**config.mk**
```make
export PLATFORM = sky130hd
export DESIGN_NAME = timer_ctl
export DESIGN_NICKNAME = d
export VERILOG_FILES = /design/src/hw/timer_ctl.v
export VERILOG_INCLUDE_DIRS = /design/src /design/src/hw
export SDC_FILE = /design/constraint.sdc
export NUM_CORES = 1
export LEC_CHECK = 0
export BUFFER_PORTS_ARGS = -buffer_cell sky130_fd_sc_hd__buf_2
export CORE_MARGIN = 2
export CORE_UTILIZATION = 45
export DETAILED_ROUTE_END_ITERATION = 16
export GPL_TIMING_DRIVEN = 0
export PLACE_DENSITY = 0.7
export SYNTH_ARGS = -nofsm -noshare
export SYNTH_HDL_FRONTEND = slang
export SYNTH_SLANG_ARGS = --single-unit
```
**constraint.sdc**
```tcl
create_clock -name pclk -period 1.9 [get_ports pclk]
set_clock_uncertainty 0.05 [all_clocks]
set_input_delay 0.095 -clock pclk [delete_from_list [all_inputs] [get_ports pclk]]
set_output_delay 0.095 -clock pclk [all_outputs]
set_load 0.005 [all_outputs]
```
**src/hw/timer_ctl_consts.vh**
```
/*
 * Register indices, field positions, reset values and codes of the
 * capture/compare timer control block.
 * Assumes byte address = 4 * index over a 32-bit APB bus.
 */
`ifndef TIMER_CTL_CONSTS_VH
`define TIMER_CTL_CONSTS_VH

// ****************************************************************
// Register indices
// ****************************************************************
`define IDX_DIR 6'h00
`define IDX_FORCE 6'h01
`define IDX_OVR_MASK 6'h02
`define IDX_OVR_DATA 6'h03
`define IDX_CNT_HI 6'h04
`define IDX_CNT_LO 6'h05
`define IDX_SYSCTL 6'h06
`define IDX_CH_FLAG 6'h0E
`define IDX_OVF_FLAG 6'h0F
`define IDX_TC_FIRST 6'h18
`define IDX_TC_LAST 6'h1F
`define IDX_ACC_FLAG 6'h21
`define IDX_ACC_HI 6'h22
`define IDX_ACC_LO 6'h23
`define IDX_CNT_WORD 6'h30

// ****************************************************************
// Field positions
// ****************************************************************
`define SC_TEN 7
`define SC_SWAI 6
`define SC_SFRZ 5
`define SC_FFCA 4
`define OVF_BIT 7
`define ACC_OVF_BIT 1
`define ACC_IN_BIT 0
`define CH7 3

// ****************************************************************
// Reset values and codes
// ****************************************************************
`define RST_BYTE 8'h00
`define RST_WORD 16'h0000
`define CNT_MAX 16'hFFFF
`define PRE_MAX 7'h7F
`define DIV64_MASK 6'h3F
`define ACT_NONE 2'h0
`define ACT_TOGGLE 2'h1
`define ACT_CLEAR 2'h2
`define ACT_SET 2'h3

`endif

```
**src/hw/timer_ctl.v**
```verilog
/*
 * Control part of a four-channel 16-bit capture/compare timer with an
 * APB register slave. Channels are numbered 4..7 (port bits 0..3).
 * Assumes edge detection, output action codes, prescaler select and the
 * pulse accumulator live outside and reach this block as plain inputs.
 */
`timescale 1ns/1ps
`include "timer_ctl_consts.vh"

// What this block does
// Direction bit 0 makes a channel capture, 1 makes it compare.
// The force register always reads back as zero.
// Writing a force bit does the compare action now, without a flag.
// Force and real match together: forced action wins, flag stays clear.
// Channel 7 compare beats channels 6..4 on every pin it masks.
// Mask bit plus compare direction turns channel 4..7 pin into output.
// On channel 7 compare, masked pins take the override data bits.
// Main counter is 16 bits, counting up once per prescaled tick.
// A word access reads or loads the whole counter in one cycle.
// Counter writes are ignored unless test mode is 1.
// First interval after a counter write may be short or long.
// Enable bit 7 clear halts the timer, counter included; force writes still act.
// When the timer is inactive the divide-by-64 tick stops.
// Stop-in-wait bit 6 halts timer and accumulator tick in wait mode.
// Stop-in-freeze bit 5 halts only the counter in freeze mode.
// Fast clear: capture read or compare write clears channel flag.
// Fast clear: any counter byte access clears the overflow flag.
// Fast clear: accumulator count access clears both its flags.
// Fast clear off: accesses leave the flags alone.
// Normal clearing: writing 1 to a flag bit clears it.
module timer_ctl #(
  parameter ADDR_W = 8
) (
  input wire pclk,
  input wire presetn,
  input wire psel,
  input wire penable,
  input wire pwrite,
  input wire [ADDR_W-1:0] paddr,
  input wire [31:0] pwdata,
  output reg [31:0] prdata,
  output wire pready,
  output wire pslverr,
  input wire test_mode,
  input wire wait_mode,
  input wire freeze_mode,
  input wire [2:0] prescale_sel,
  input wire [7:0] output_action,
  input wire [3:0] capture_event,
  input wire acc_overflow_event,
  input wire acc_input_event,
  input wire [15:0] accumulator_count,
  output reg [3:0] timer_pin_out,
  output wire [3:0] timer_pin_oe,
  output reg [3:0] channel_flag,
  output reg counter_overflow_flag,
  output reg accumulator_overflow_flag,
  output reg accumulator_input_flag,
  output wire div64_tick,
  output wire timer_wake_enable
);

  // ****************************************************************
  // Functions
  // ****************************************************************
  function [1:0] act_code;
    input [7:0] codes;
    input [1:0] ch;
    begin
      act_code = codes[ch*2 +: 2];
    end
  endfunction

  function apply_act;
    input pin;
    input [1:0] code;
    begin
      case (code)
        `ACT_TOGGLE: apply_act = ~pin;
        `ACT_CLEAR: apply_act = 1'b0;
        `ACT_SET: apply_act = 1'b1;
        default: apply_act = pin;
      endcase
    end
  endfunction

  // ****************************************************************
  // Registers
  // ****************************************************************
  reg [7:0] dir_q;
  reg [7:0] ovr_mask_q;
  reg [7:0] ovr_data_q;
  reg [3:0] sysctl_q;
  reg [15:0] cnt_q;
  reg [15:0] cnt_d;
  reg [6:0] pre_q;
  reg [15:0] tc_q [0:3];
  reg [3:0] pin_d;
  reg [3:0] chf_d;
  reg tof_d;
  reg accumulator_overflow_flag_d;
  reg accumulator_input_flag_d;
  reg [31:0] rd_d;
  integer i;

  // ****************************************************************
  // APB decode
  // ****************************************************************
  wire [5:0] idx = paddr[7:2];
  wire aligned = (paddr[1:0] == 2'h0);
  wire is_tc = (idx >= `IDX_TC_FIRST) && (idx <= `IDX_TC_LAST);
  wire [1:0] tc_ch = idx[2:1];
  wire mapped = aligned && (idx <= `IDX_SYSCTL || idx == `IDX_CH_FLAG ||
    idx == `IDX_OVF_FLAG || is_tc || idx == `IDX_ACC_FLAG ||
    idx == `IDX_ACC_HI || idx == `IDX_ACC_LO || idx == `IDX_CNT_WORD);
  wire access = psel && penable && mapped;
  wire wr = access && pwrite;
  wire rd = access && !pwrite;
  wire cnt_acc = access && (idx == `IDX_CNT_HI || idx == `IDX_CNT_LO ||
    idx == `IDX_CNT_WORD);
  wire acc_acc = access && (idx == `IDX_ACC_HI || idx == `IDX_ACC_LO);
  wire ffca = sysctl_q[`SC_FFCA];

  assign pready = 1'b1;
  assign pslverr = psel && penable && !mapped;

  // ****************************************************************
  // Activity and prescaler
  // ****************************************************************
  wire active = sysctl_q[`SC_TEN] &&
    !(sysctl_q[`SC_SWAI] && wait_mode);
  wire cnt_run = active && !(sysctl_q[`SC_SFRZ] && freeze_mode);
  wire [6:0] pre_mask = `PRE_MAX >> (3'h7 - prescale_sel);
  wire tick = cnt_run && ((pre_q & pre_mask) == pre_mask);
  assign div64_tick = active && (pre_q[5:0] == `DIV64_MASK);
  assign timer_wake_enable = !(sysctl_q[`SC_SWAI] && wait_mode);

  // ****************************************************************
  // Compare and force events
  // ****************************************************************
  wire [15:0] cnt_inc = cnt_q + 16'h0001;
  wire [3:0] force_w = (wr && idx == `IDX_FORCE) ? pwdata[7:4] : 4'h0;
  reg [3:0] match;
  reg [3:0] fire;
  always @* begin
    for (i = 0; i < 4; i = i + 1) begin
      match[i] = dir_q[4+i] && tick && (cnt_inc == tc_q[i]);
      fire[i] = dir_q[4+i] && (match[i] || force_w[i]);
    end
  end

  // Pin drive: compare direction with a mask bit or a nonzero action code
  genvar g;
  generate
    for (g = 0; g < 4; g = g + 1) begin : oe_gen
      assign timer_pin_oe[g] = dir_q[4+g] && (ovr_mask_q[4+g] ||
        output_action[2*g +: 2] != `ACT_NONE);
    end
  endgenerate

  always @* begin
    for (i = 0; i < 4; i = i + 1) begin
      pin_d[i] = timer_pin_out[i];
      if (fire[i]) begin
        pin_d[i] = apply_act(timer_pin_out[i],
          act_code(output_action, i[1:0]));
      end
      if (fire[`CH7] && ovr_mask_q[4+i]) begin
        pin_d[i] = ovr_data_q[4+i];
      end
    end
  end

  // ****************************************************************
  // Counter next value
  // ****************************************************************
  always @* begin
    cnt_d = cnt_q;
    if (tick) begin
      cnt_d = cnt_inc;
    end
    // Prescaler is not realigned by a load
    if (wr && test_mode) begin
      if (idx == `IDX_CNT_WORD) begin
        cnt_d = pwdata[15:0];
      end else if (idx == `IDX_CNT_HI) begin
        cnt_d = {pwdata[7:0], cnt_q[7:0]};
      end else if (idx == `IDX_CNT_LO) begin
        cnt_d = {cnt_q[15:8], pwdata[7:0]};
      end
    end
  end

  // ****************************************************************
  // Flag next values; a set in the same cycle wins over a clear
  // ****************************************************************
  always @* begin
    chf_d = channel_flag;
    tof_d = counter_overflow_flag;
    accumulator_overflow_flag_d = accumulator_overflow_flag;
    accumulator_input_flag_d = accumulator_input_flag;
    if (wr && idx == `IDX_CH_FLAG) begin
      chf_d = chf_d & ~pwdata[7:4];
    end
    if (wr && idx == `IDX_OVF_FLAG && pwdata[`OVF_BIT]) begin
      tof_d = 1'b0;
    end
    if (wr && idx == `IDX_ACC_FLAG) begin
      accumulator_overflow_flag_d = accumulator_overflow_flag_d && !pwdata[`ACC_OVF_BIT];
      accumulator_input_flag_d = accumulator_input_flag_d && !pwdata[`ACC_IN_BIT];
    end
    if (ffca) begin
      if (access && is_tc &&
        (pwrite ? dir_q[4+tc_ch] : !dir_q[4+tc_ch])) begin
        chf_d[tc_ch] = 1'b0;
      end
      if (cnt_acc) begin
        tof_d = 1'b0;
      end
      if (acc_acc) begin
        accumulator_overflow_flag_d = 1'b0;
        accumulator_input_flag_d = 1'b0;
      end
    end
    for (i = 0; i < 4; i = i + 1) begin
      if ((match[i] && !force_w[i]) ||
        (!dir_q[4+i] && active && capture_event[i])) begin
        chf_d[i] = 1'b1;
      end
    end
    if (tick && cnt_q == `CNT_MAX) begin
      tof_d = 1'b1;
    end
    if (acc_overflow_event) begin
      accumulator_overflow_flag_d = 1'b1;
    end
    if (acc_input_event) begin
      accumulator_input_flag_d = 1'b1;
    end
  end

  // ****************************************************************
  // Read data, latched in the setup cycle
  // ****************************************************************
  always @* begin
    rd_d = 32'h00000000;
    case (idx)
      `IDX_DIR: rd_d[7:0] = dir_q;
      `IDX_FORCE: rd_d[7:0] = `RST_BYTE;
      `IDX_OVR_MASK: rd_d[7:0] = ovr_mask_q;
      `IDX_OVR_DATA: rd_d[7:0] = ovr_data_q;
      `IDX_CNT_HI: rd_d[7:0] = cnt_q[15:8];
      `IDX_CNT_LO: rd_d[7:0] = cnt_q[7:0];
      `IDX_CNT_WORD: rd_d[15:0] = cnt_q;
      `IDX_SYSCTL: rd_d[7:4] = sysctl_q;
      `IDX_CH_FLAG: rd_d[7:4] = channel_flag;
      `IDX_OVF_FLAG: rd_d[`OVF_BIT] = counter_overflow_flag;
      `IDX_ACC_FLAG: rd_d[1:0] = {accumulator_overflow_flag,
        accumulator_input_flag};
      `IDX_ACC_HI: rd_d[7:0] = accumulator_count[15:8];
      `IDX_ACC_LO: rd_d[7:0] = accumulator_count[7:0];
      default: begin
        if (is_tc) begin
          rd_d[7:0] = idx[0] ? tc_q[tc_ch][7:0] : tc_q[tc_ch][15:8];
        end
      end
    endcase
    if (!aligned) begin
      rd_d = 32'h00000000;
    end
  end

  // ****************************************************************
  // State
  // ****************************************************************
  always @(posedge pclk or negedge presetn) begin
    if (!presetn) begin
      dir_q <= `RST_BYTE;
      ovr_mask_q <= `RST_BYTE;
      ovr_data_q <= `RST_BYTE;
      sysctl_q <= 4'h0;
      cnt_q <= `RST_WORD;
      pre_q <= 7'h00;
      for (i = 0; i < 4; i = i + 1) begin
        tc_q[i] <= `RST_WORD;
      end
      timer_pin_out <= 4'h0;
      channel_flag <= 4'h0;
      counter_overflow_flag <= 1'b0;
      accumulator_overflow_flag <= 1'b0;
      accumulator_input_flag <= 1'b0;
      prdata <= 32'h00000000;
    end else begin
      if (active) begin
        pre_q <= pre_q + 7'h01;
      end
      cnt_q <= cnt_d;
      timer_pin_out <= pin_d;
      channel_flag <= chf_d;
      counter_overflow_flag <= tof_d;
      accumulator_overflow_flag <= accumulator_overflow_flag_d;
      accumulator_input_flag <= accumulator_input_flag_d;
      if (psel && !penable) begin
        prdata <= rd_d;
      end
      for (i = 0; i < 4; i = i + 1) begin
        if (!dir_q[4+i] && active && capture_event[i]) begin
          tc_q[i] <= cnt_q;
        end
      end
      if (wr) begin
        case (idx)
          `IDX_DIR: dir_q <= pwdata[7:0];
          `IDX_OVR_MASK: ovr_mask_q <= pwdata[7:0];
          `IDX_OVR_DATA: ovr_data_q <= pwdata[7:0];
          `IDX_SYSCTL: sysctl_q <= pwdata[7:4];
          default: begin
            if (is_tc && dir_q[4+tc_ch]) begin
              if (idx[0]) begin
                tc_q[tc_ch][7:0] <= pwdata[7:0];
              end else begin
                tc_q[tc_ch][15:8] <= pwdata[7:0];
              end
            end
          end
        endcase
      end
    end
  end

endmodule

```
==> out/metrics.yaml, run 1 <==
layout:
  syn2layout_area_growth_pct: 28.8
  final_cell_mix: "dfrtp_1, buf_2, mux2_2"
  drive_gt1_share_pct: 45.5
  diodes: 0
  fin_cells: 885
  final_common_cell: "dfrtp_1"
  nets: 773
drt:
  postRouteAntennaNets: 0
  routed_wl_mm: 19.6
  routedWlPerCell_microns: 22.1
  drt_iter0_markers: 397
  via_count: 5192
  avgViaCountPerCell: 5.87
  drc: 0
  firstDrtPassIters: 5
worst_setup_path:
  worst-path-buf-inv: 1
  startpoint_type: "flip-flop"
  required_ps: 2150
  arrival_ps: 2320
  critical_path_class: "flip-flop to flip-flop"
  critical_path.cell_chain: "mux4_2, nand4_1, nand2b_4, nor3b_4, buf_6, mux2_4"
  r2r_setup_slack_ps: -170
  cp_slowest_cell: "dfrtp_2"
  endpoint_kind: "flip-flop"
  slowest_delay_ps: 380
  cp_top_family: "simple AND/OR/NAND/NOR gates"
  critical_path.max_fanout: 4
timing:
  max_freq_mhz: 482
  hold_violations: 0
  slew_headroom_pct: 45.7
  fin_ws_ps: -174
  min_period_ps: 2070
  period_share_pct: 109
  drv_slew: 0
  setup_violations: 80
  tightest_slew_ps: 815
  rsz0062_at_grt: "true"
  finalSetupTns_ps: -9160
power_and_ir_drop:
  peakVddDrop_v: 0.000610
  p_per_area_mw_per_mm2: 781
  p_total_mw: 6.82
  p_leak_nw: 4.33
worst_hold_path:
  hold_class: "input pin to flip-flop"
global_route:
  antenna_found_initial: 0
  grtUsageTotal_pct: 24.6
  grt_start_max_net_pins: 83
  gr-total-overflow: 0
  grt_pass1_vias: 5403
  grt_pass1_wl_mm: 29.9
clock_network:
  cts-root-buf: "clkbuf_16"
  clockBufferDepth: 2
  cts_inserted_buffers: 17
  cts_tree: "done"
  cts.sinks: 134
  worstSkewPairLatency_ps: 410
  path_clk_slew_ps: 60
  htreeDepth: 4
logic_synthesis:
  synth_top_area_share_pct: 49.5
  syn_inst: 533
  synth_cell_type_count: 56
  ys.flop_type: "dfrtp_1"
  syn_area_sq_mm: 0.00678
  seq_area_frac_synth_pct: 49.5
  ys_async_sr_fraction_pct: 100
  yosys.area.top_type: "dfrtp_1"
  syn_avg_cell_area_sq_um: 12.7
  synth-edff-count: 0
  ys_ff_latch: 134
  synth_area_leaders: "dfrtp_1, mux2_2, mux4_2"
  synth_warnings: 0
die:
  io_pins: 132
  fp.dieW_microns: 127
  design.core.area_sq_mm: 0.0146
  die_h_microns: 127
  dieArea_sq_mm: 0.0161
  start_util_pct: 46.3
  rows: 44
placement:
  globalplace.congestion: 0.850
  place_ws_ps: -533
  io_buffers: 86
  dp_hpwl_mm: 13.3
  dp_cells: 822
flow_run:
  max_cap_viol_count: 0
run_status:
  outcome: "complete, but fails checks"
  failed_checks: "negative setup slack"
-- layer usage --
layer	vias to the layer above	GRT usage [%]	part of all wire [%]
met2	236	41.2	49
li1	2272	-	-
met3	42	5.69	6.9
met4	0	9.50	2.8
met1	2642	31.1	41
met5	-	0	0
-- through the flow --
stage | hold slack (ps) | utilization [%] | area (sq um)
CTS | 0.342 | 58.3 | 8540
global placement | 226 | 51.3 | 7510
floorplan | -251 | - | 6850
finish | 15.5 | 59.6 | 8730
global route | 5.66 | 59.6 | 8730
detailed placement | 33.0 | 51.5 | 7540
-- repair_timing --
action	in CTS	in global routing
buffers inserted	13	4
endpoints found under the setup margin	78	100
gates resized for setup	37	39
pin swaps	5	5
hold endpoints to repair	67	0
hold buffers	14	0
-- cell type report --
cell class	instances	area [sq um]
Fill cell	1147	5920
Multi-Input combinational cell	357	3380
Sequential cell	134	3350
Timing Repair Buffer	118	774
Clock buffer	20	467
Buffer	52	344
Tap cell	184	230
Clock inverter	12	151
Inverter	8	30.0
-- cell usage after synthesis (all sizes together), types with 5 or more instances --
library cell / n
and2: 7
a22o: 9
nand3: 7
and3: 10
mux2i: 14
nand3b: 5
mux2: 105
inv: 8
nand2: 28
clkbuf: 15
o221ai: 7
a22oi: 14
nor3: 8
mux4: 20
nand4: 5
dfrtp: 134
a21boi: 6
buf: 37
o21ai: 8
a21oi: 15
a222oi: 5
nor2: 23
-- sequential cells by signal, indices dropped and copies added, names as in the netlist --
| register | count |
|---|---|
| accumulator_input_flag | 1 |
| accumulator_overflow_flag | 1 |
| channel_flag | 4 |
| cnt_q | 16 |
| dir_q | 8 |
| ovr_data_q | 8 |
| ovr_mask_q | 8 |
| prdata | 16 |
| sysctl_q | 4 |
| tc_q | 64 |
| timer_pin_out | 4 |
-- logic make-up after synthesis --
kind of cell	share of synthesized area, %
compound gates	8.99
fa+ha+maj	0.738
buf+inv	4.89
flops	49.5
mux	26.2
other cells	0.111
simple gates	9.65
-- worst paths after layout --
check | start | endpoint | cells past startpoint
max | dir_q[4]$_DFFE_PN0P_ | tc_q[31]$_DFFE_PN0P_ | 6
min | output_action[6] | timer_pin_out[3]$_DFFE_PN0P_ | 5
max reg2reg | dir_q[4]$_DFFE_PN0P_ | tc_q[31]$_DFFE_PN0P_ | 6
min reg2reg | prdata[6]$_DFFE_PN0P_ | prdata[6]$_DFFE_PN0P_ | 2
max in group asynchronous | presetn | dir_q[4]$_DFFE_PN0P_ | 3
min in group asynchronous | presetn | tc_q[41]$_DFFE_PN0P_ | 2
-- worst register-to-register path: stages (launching register included) --
cell      delay, ps
dfrtp_2         380
mux4_2          240
nand4_1         260
nand2b_4        290
nor3b_4         260
buf_6           170
mux2_4          310
-- report_power, final --
part | switching (mW) | leakage, nW | internal [mW] | total, mW
clock network | 1.24 | 0.302 | 2.16 | 3.41
registers | 0.0213 | 1.86 | 2.88 | 2.90
logic | 0.305 | 2.18 | 0.205 | 0.511
No activity file was read; power rests on OpenSTA's default activity.
==> inputs of run 2 (changes only) <==
CORE_UTILIZATION = 52   (was 45)
CTS_BUF_LIST = sky130_fd_sc_hd__clkbuf_8   (was not set)
PLACE_DENSITY = 0.79   (was 0.7)
==> run 2 against run 1 <==
Net effect:
- the flow still finishes with violations (negative setup slack)
- die area shrank 13%
- register-to-register slack improved by 80 ps
- critical path depth rose by 1
- via count fell by 0.69%
- critical path type unchanged
==> out/metrics.yaml, run 2 (synthesized netlist as in run 1, its figures left out) <==
run_status:
  failed_checks: "negative setup slack"  # unchanged
  outcome: "complete, but fails checks"  # unchanged
worst_setup_path:
  endpoint_kind: "flip-flop"  # unchanged
  arrival_ps: 2280  # was 2320 ps
  startpoint_type: "flip-flop"  # unchanged
  critical_path_class: "flip-flop to flip-flop"  # unchanged
  r2r_setup_slack_ps: -90  # was -170 ps
  required_ps: 2190  # was 2150 ps
  critical_path.max_fanout: 8  # was 4
global_route:
  grtUsageTotal_pct: 27.1  # was 24.6%
  gr-total-overflow: 0  # unchanged
  antenna_found_initial: 0  # unchanged
  grt_start_max_net_pins: 97  # was 83
  grt_pass1_vias: 5428  # was 5403
  grt_pass1_wl_mm: 29.0  # was 29.9 mm
power_and_ir_drop:
  p_per_area_mw_per_mm2: 710  # was 781 mW/mm^2
  p_leak_nw: 4.16  # was 4.33 nW
  peakVddDrop_v: 0.000445  # was 0.000610 V
flow_run:
  max_cap_viol_count: 0  # unchanged
placement:
  dp_hpwl_mm: 12.8  # was 13.3 mm
  io_buffers: 86  # unchanged
  place_ws_ps: -487  # was -533 ps
  globalplace.congestion: 0.929  # was 0.850
clock_network:
  htreeDepth: 4  # unchanged
  cts-root-buf: "clkbuf_8"  # was clkbuf_16
  cts_inserted_buffers: 17  # unchanged
  cts_tree: "done"  # unchanged
  path_clk_slew_ps: 90  # was 60 ps
  clockBufferDepth: 2  # unchanged
  worstSkewPairLatency_ps: 460  # was 410 ps
  cts.sinks: 134  # unchanged
layout:
  fillerInstances: 872  # was 1147
  drive_gt1_share_pct: 44.5  # was 45.5%
  final_common_cell: "dfrtp_1"  # unchanged
  largest_register_ffs: 64  # unchanged
  syn2layout_area_growth_pct: 25.2  # was 28.8%
  final_cell_mix: "dfrtp_1, buf_2, mux2_2"  # unchanged
  nets: 778  # was 773
  regMostFlops: "tc_q"  # unchanged
  reg_top3: "tc_q (64), cnt_q (16), prdata (16)"  # unchanged
  diodes: 0  # unchanged
timing:
  min_period_ps: 1990  # was 2070 ps
  tightest_slew_ps: 1140  # was 815 ps
  period_share_pct: 105  # was 109%
  max_freq_mhz: 501  # was 482 MHz
  rsz0062_at_grt: "true"  # unchanged
  slew_headroom_pct: 23.4  # was 45.7%
  setup_violations: 57  # was 80
  fin_ws_ps: -94.9  # was -174 ps
  drv_slew: 0  # unchanged
  finalSetupTns_ps: -4240  # was -9160 ps
  hold_violations: 0  # unchanged
drt:
  routedWlPerCell_microns: 21.2  # was 22.1 microns
  route.met2.wl_mm: 9.26  # was 9.59 mm
  drc: 0  # unchanged
  avgViaCountPerCell: 5.87  # about the same
  drt_iter0_markers: 630  # was 397
  highest_layer: "met4"  # unchanged
  firstDrtPassIters: 5  # unchanged
  routed_wl_mm: 18.6  # was 19.6 mm
  via_count: 5156  # was 5192
  dr_wl_met3_mm: 1.32  # was 1.34 mm
  postRouteAntennaNets: 0  # unchanged
  wirelength_met1_mm: 7.43  # was 8.10 mm
die:
  rows: 41  # was 44
  design.core.area_sq_mm: 0.0127  # was 0.0146 sq mm
  dieArea_sq_mm: 0.0140  # was 0.0161 sq mm
  fp.dieW_microns: 118  # was 127 microns
  start_util_pct: 53.5  # was 46.3%
  die_h_microns: 118  # was 127 microns
  io_pins: 132  # unchanged
worst_hold_path:
  hold_class: "input pin to flip-flop"  # unchanged
[run 2: layout make-up]
type	count	area [sq um]	area share, %
flip-flops and latches	134	3350	39.5
multi-input cells	357	3260	38.5
repair buffers	124	860	10.1
plain buffers	51	324	3.82
clock buffers	17	234	2.76
well taps	172	215	2.54
clock inverters	15	203	2.39
inverters	8	30.0	0.354
[run 2: worst max-delay path: stages (launching register included)]
cell and delay [ps]:
dfrtp_2 420, mux4_2 490, nand4_1 100, buf_6 140, nor2_4 50, nand3b_1 150, buf_12 160, mux2_4 310
[run 2: through the flow]
step	utilization (%)	std cells	hold slack (ps)	area, sq um	total power [mW]
after floorplan	-	551	-251	6850	3.17
after global placement	59.1	809	226	7490	3.38
after detailed placement	59.4	810	-19.3	7530	3.40
after CTS	66.1	876	20.2	8370	6.02
after global routing	67.0	878	32.4	8480	6.22
final	67.0	878	30.0	8480	6.02
[run 2: report_power, final]
group | switching (mW) | internal [mW]
Clock | 1.18 | 1.44
Sequential | 0.0219 | 2.87
Combinational | 0.298 | 0.209
Total | 1.50 | 4.52
[run 2: worst paths after layout]
kind / endpoint / depth (start not counted) / start
min reg2reg: prdata[3]$_DFFE_PN0P_ / 2 / prdata[3]$_DFFE_PN0P_
min in group asynchronous: tc_q[12]$_DFFE_PN0P_ / 2 / presetn
max: tc_q[23]$_DFFE_PN0P_ / 7 / dir_q[7]$_DFFE_PN0P_
max reg2reg: tc_q[23]$_DFFE_PN0P_ / 7 / dir_q[7]$_DFFE_PN0P_
min: timer_pin_out[0]$_DFFE_PN0P_ / 5 / output_action[0]
max in group asynchronous: tc_q[39]$_DFFE_PN0P_ / 3 / presetn
[run 2: per-layer routing]
layer / vias to the layer above / track usage, %
met2: 240 / 44.7
li1: 2281 / -
met3: 50 / 6.76
met5: - / 0
met4: 0 / 11.5
met1: 2585 / 34.1
[run 2: what timing repair did]
item,CTS,global route
hold buffers,23,0
resized for setup,19,21
pin swaps,4,1
cloned,0,0
endpoints found under the setup margin,68,77
hold endpoints to repair,164,0
setup buffers,12,3
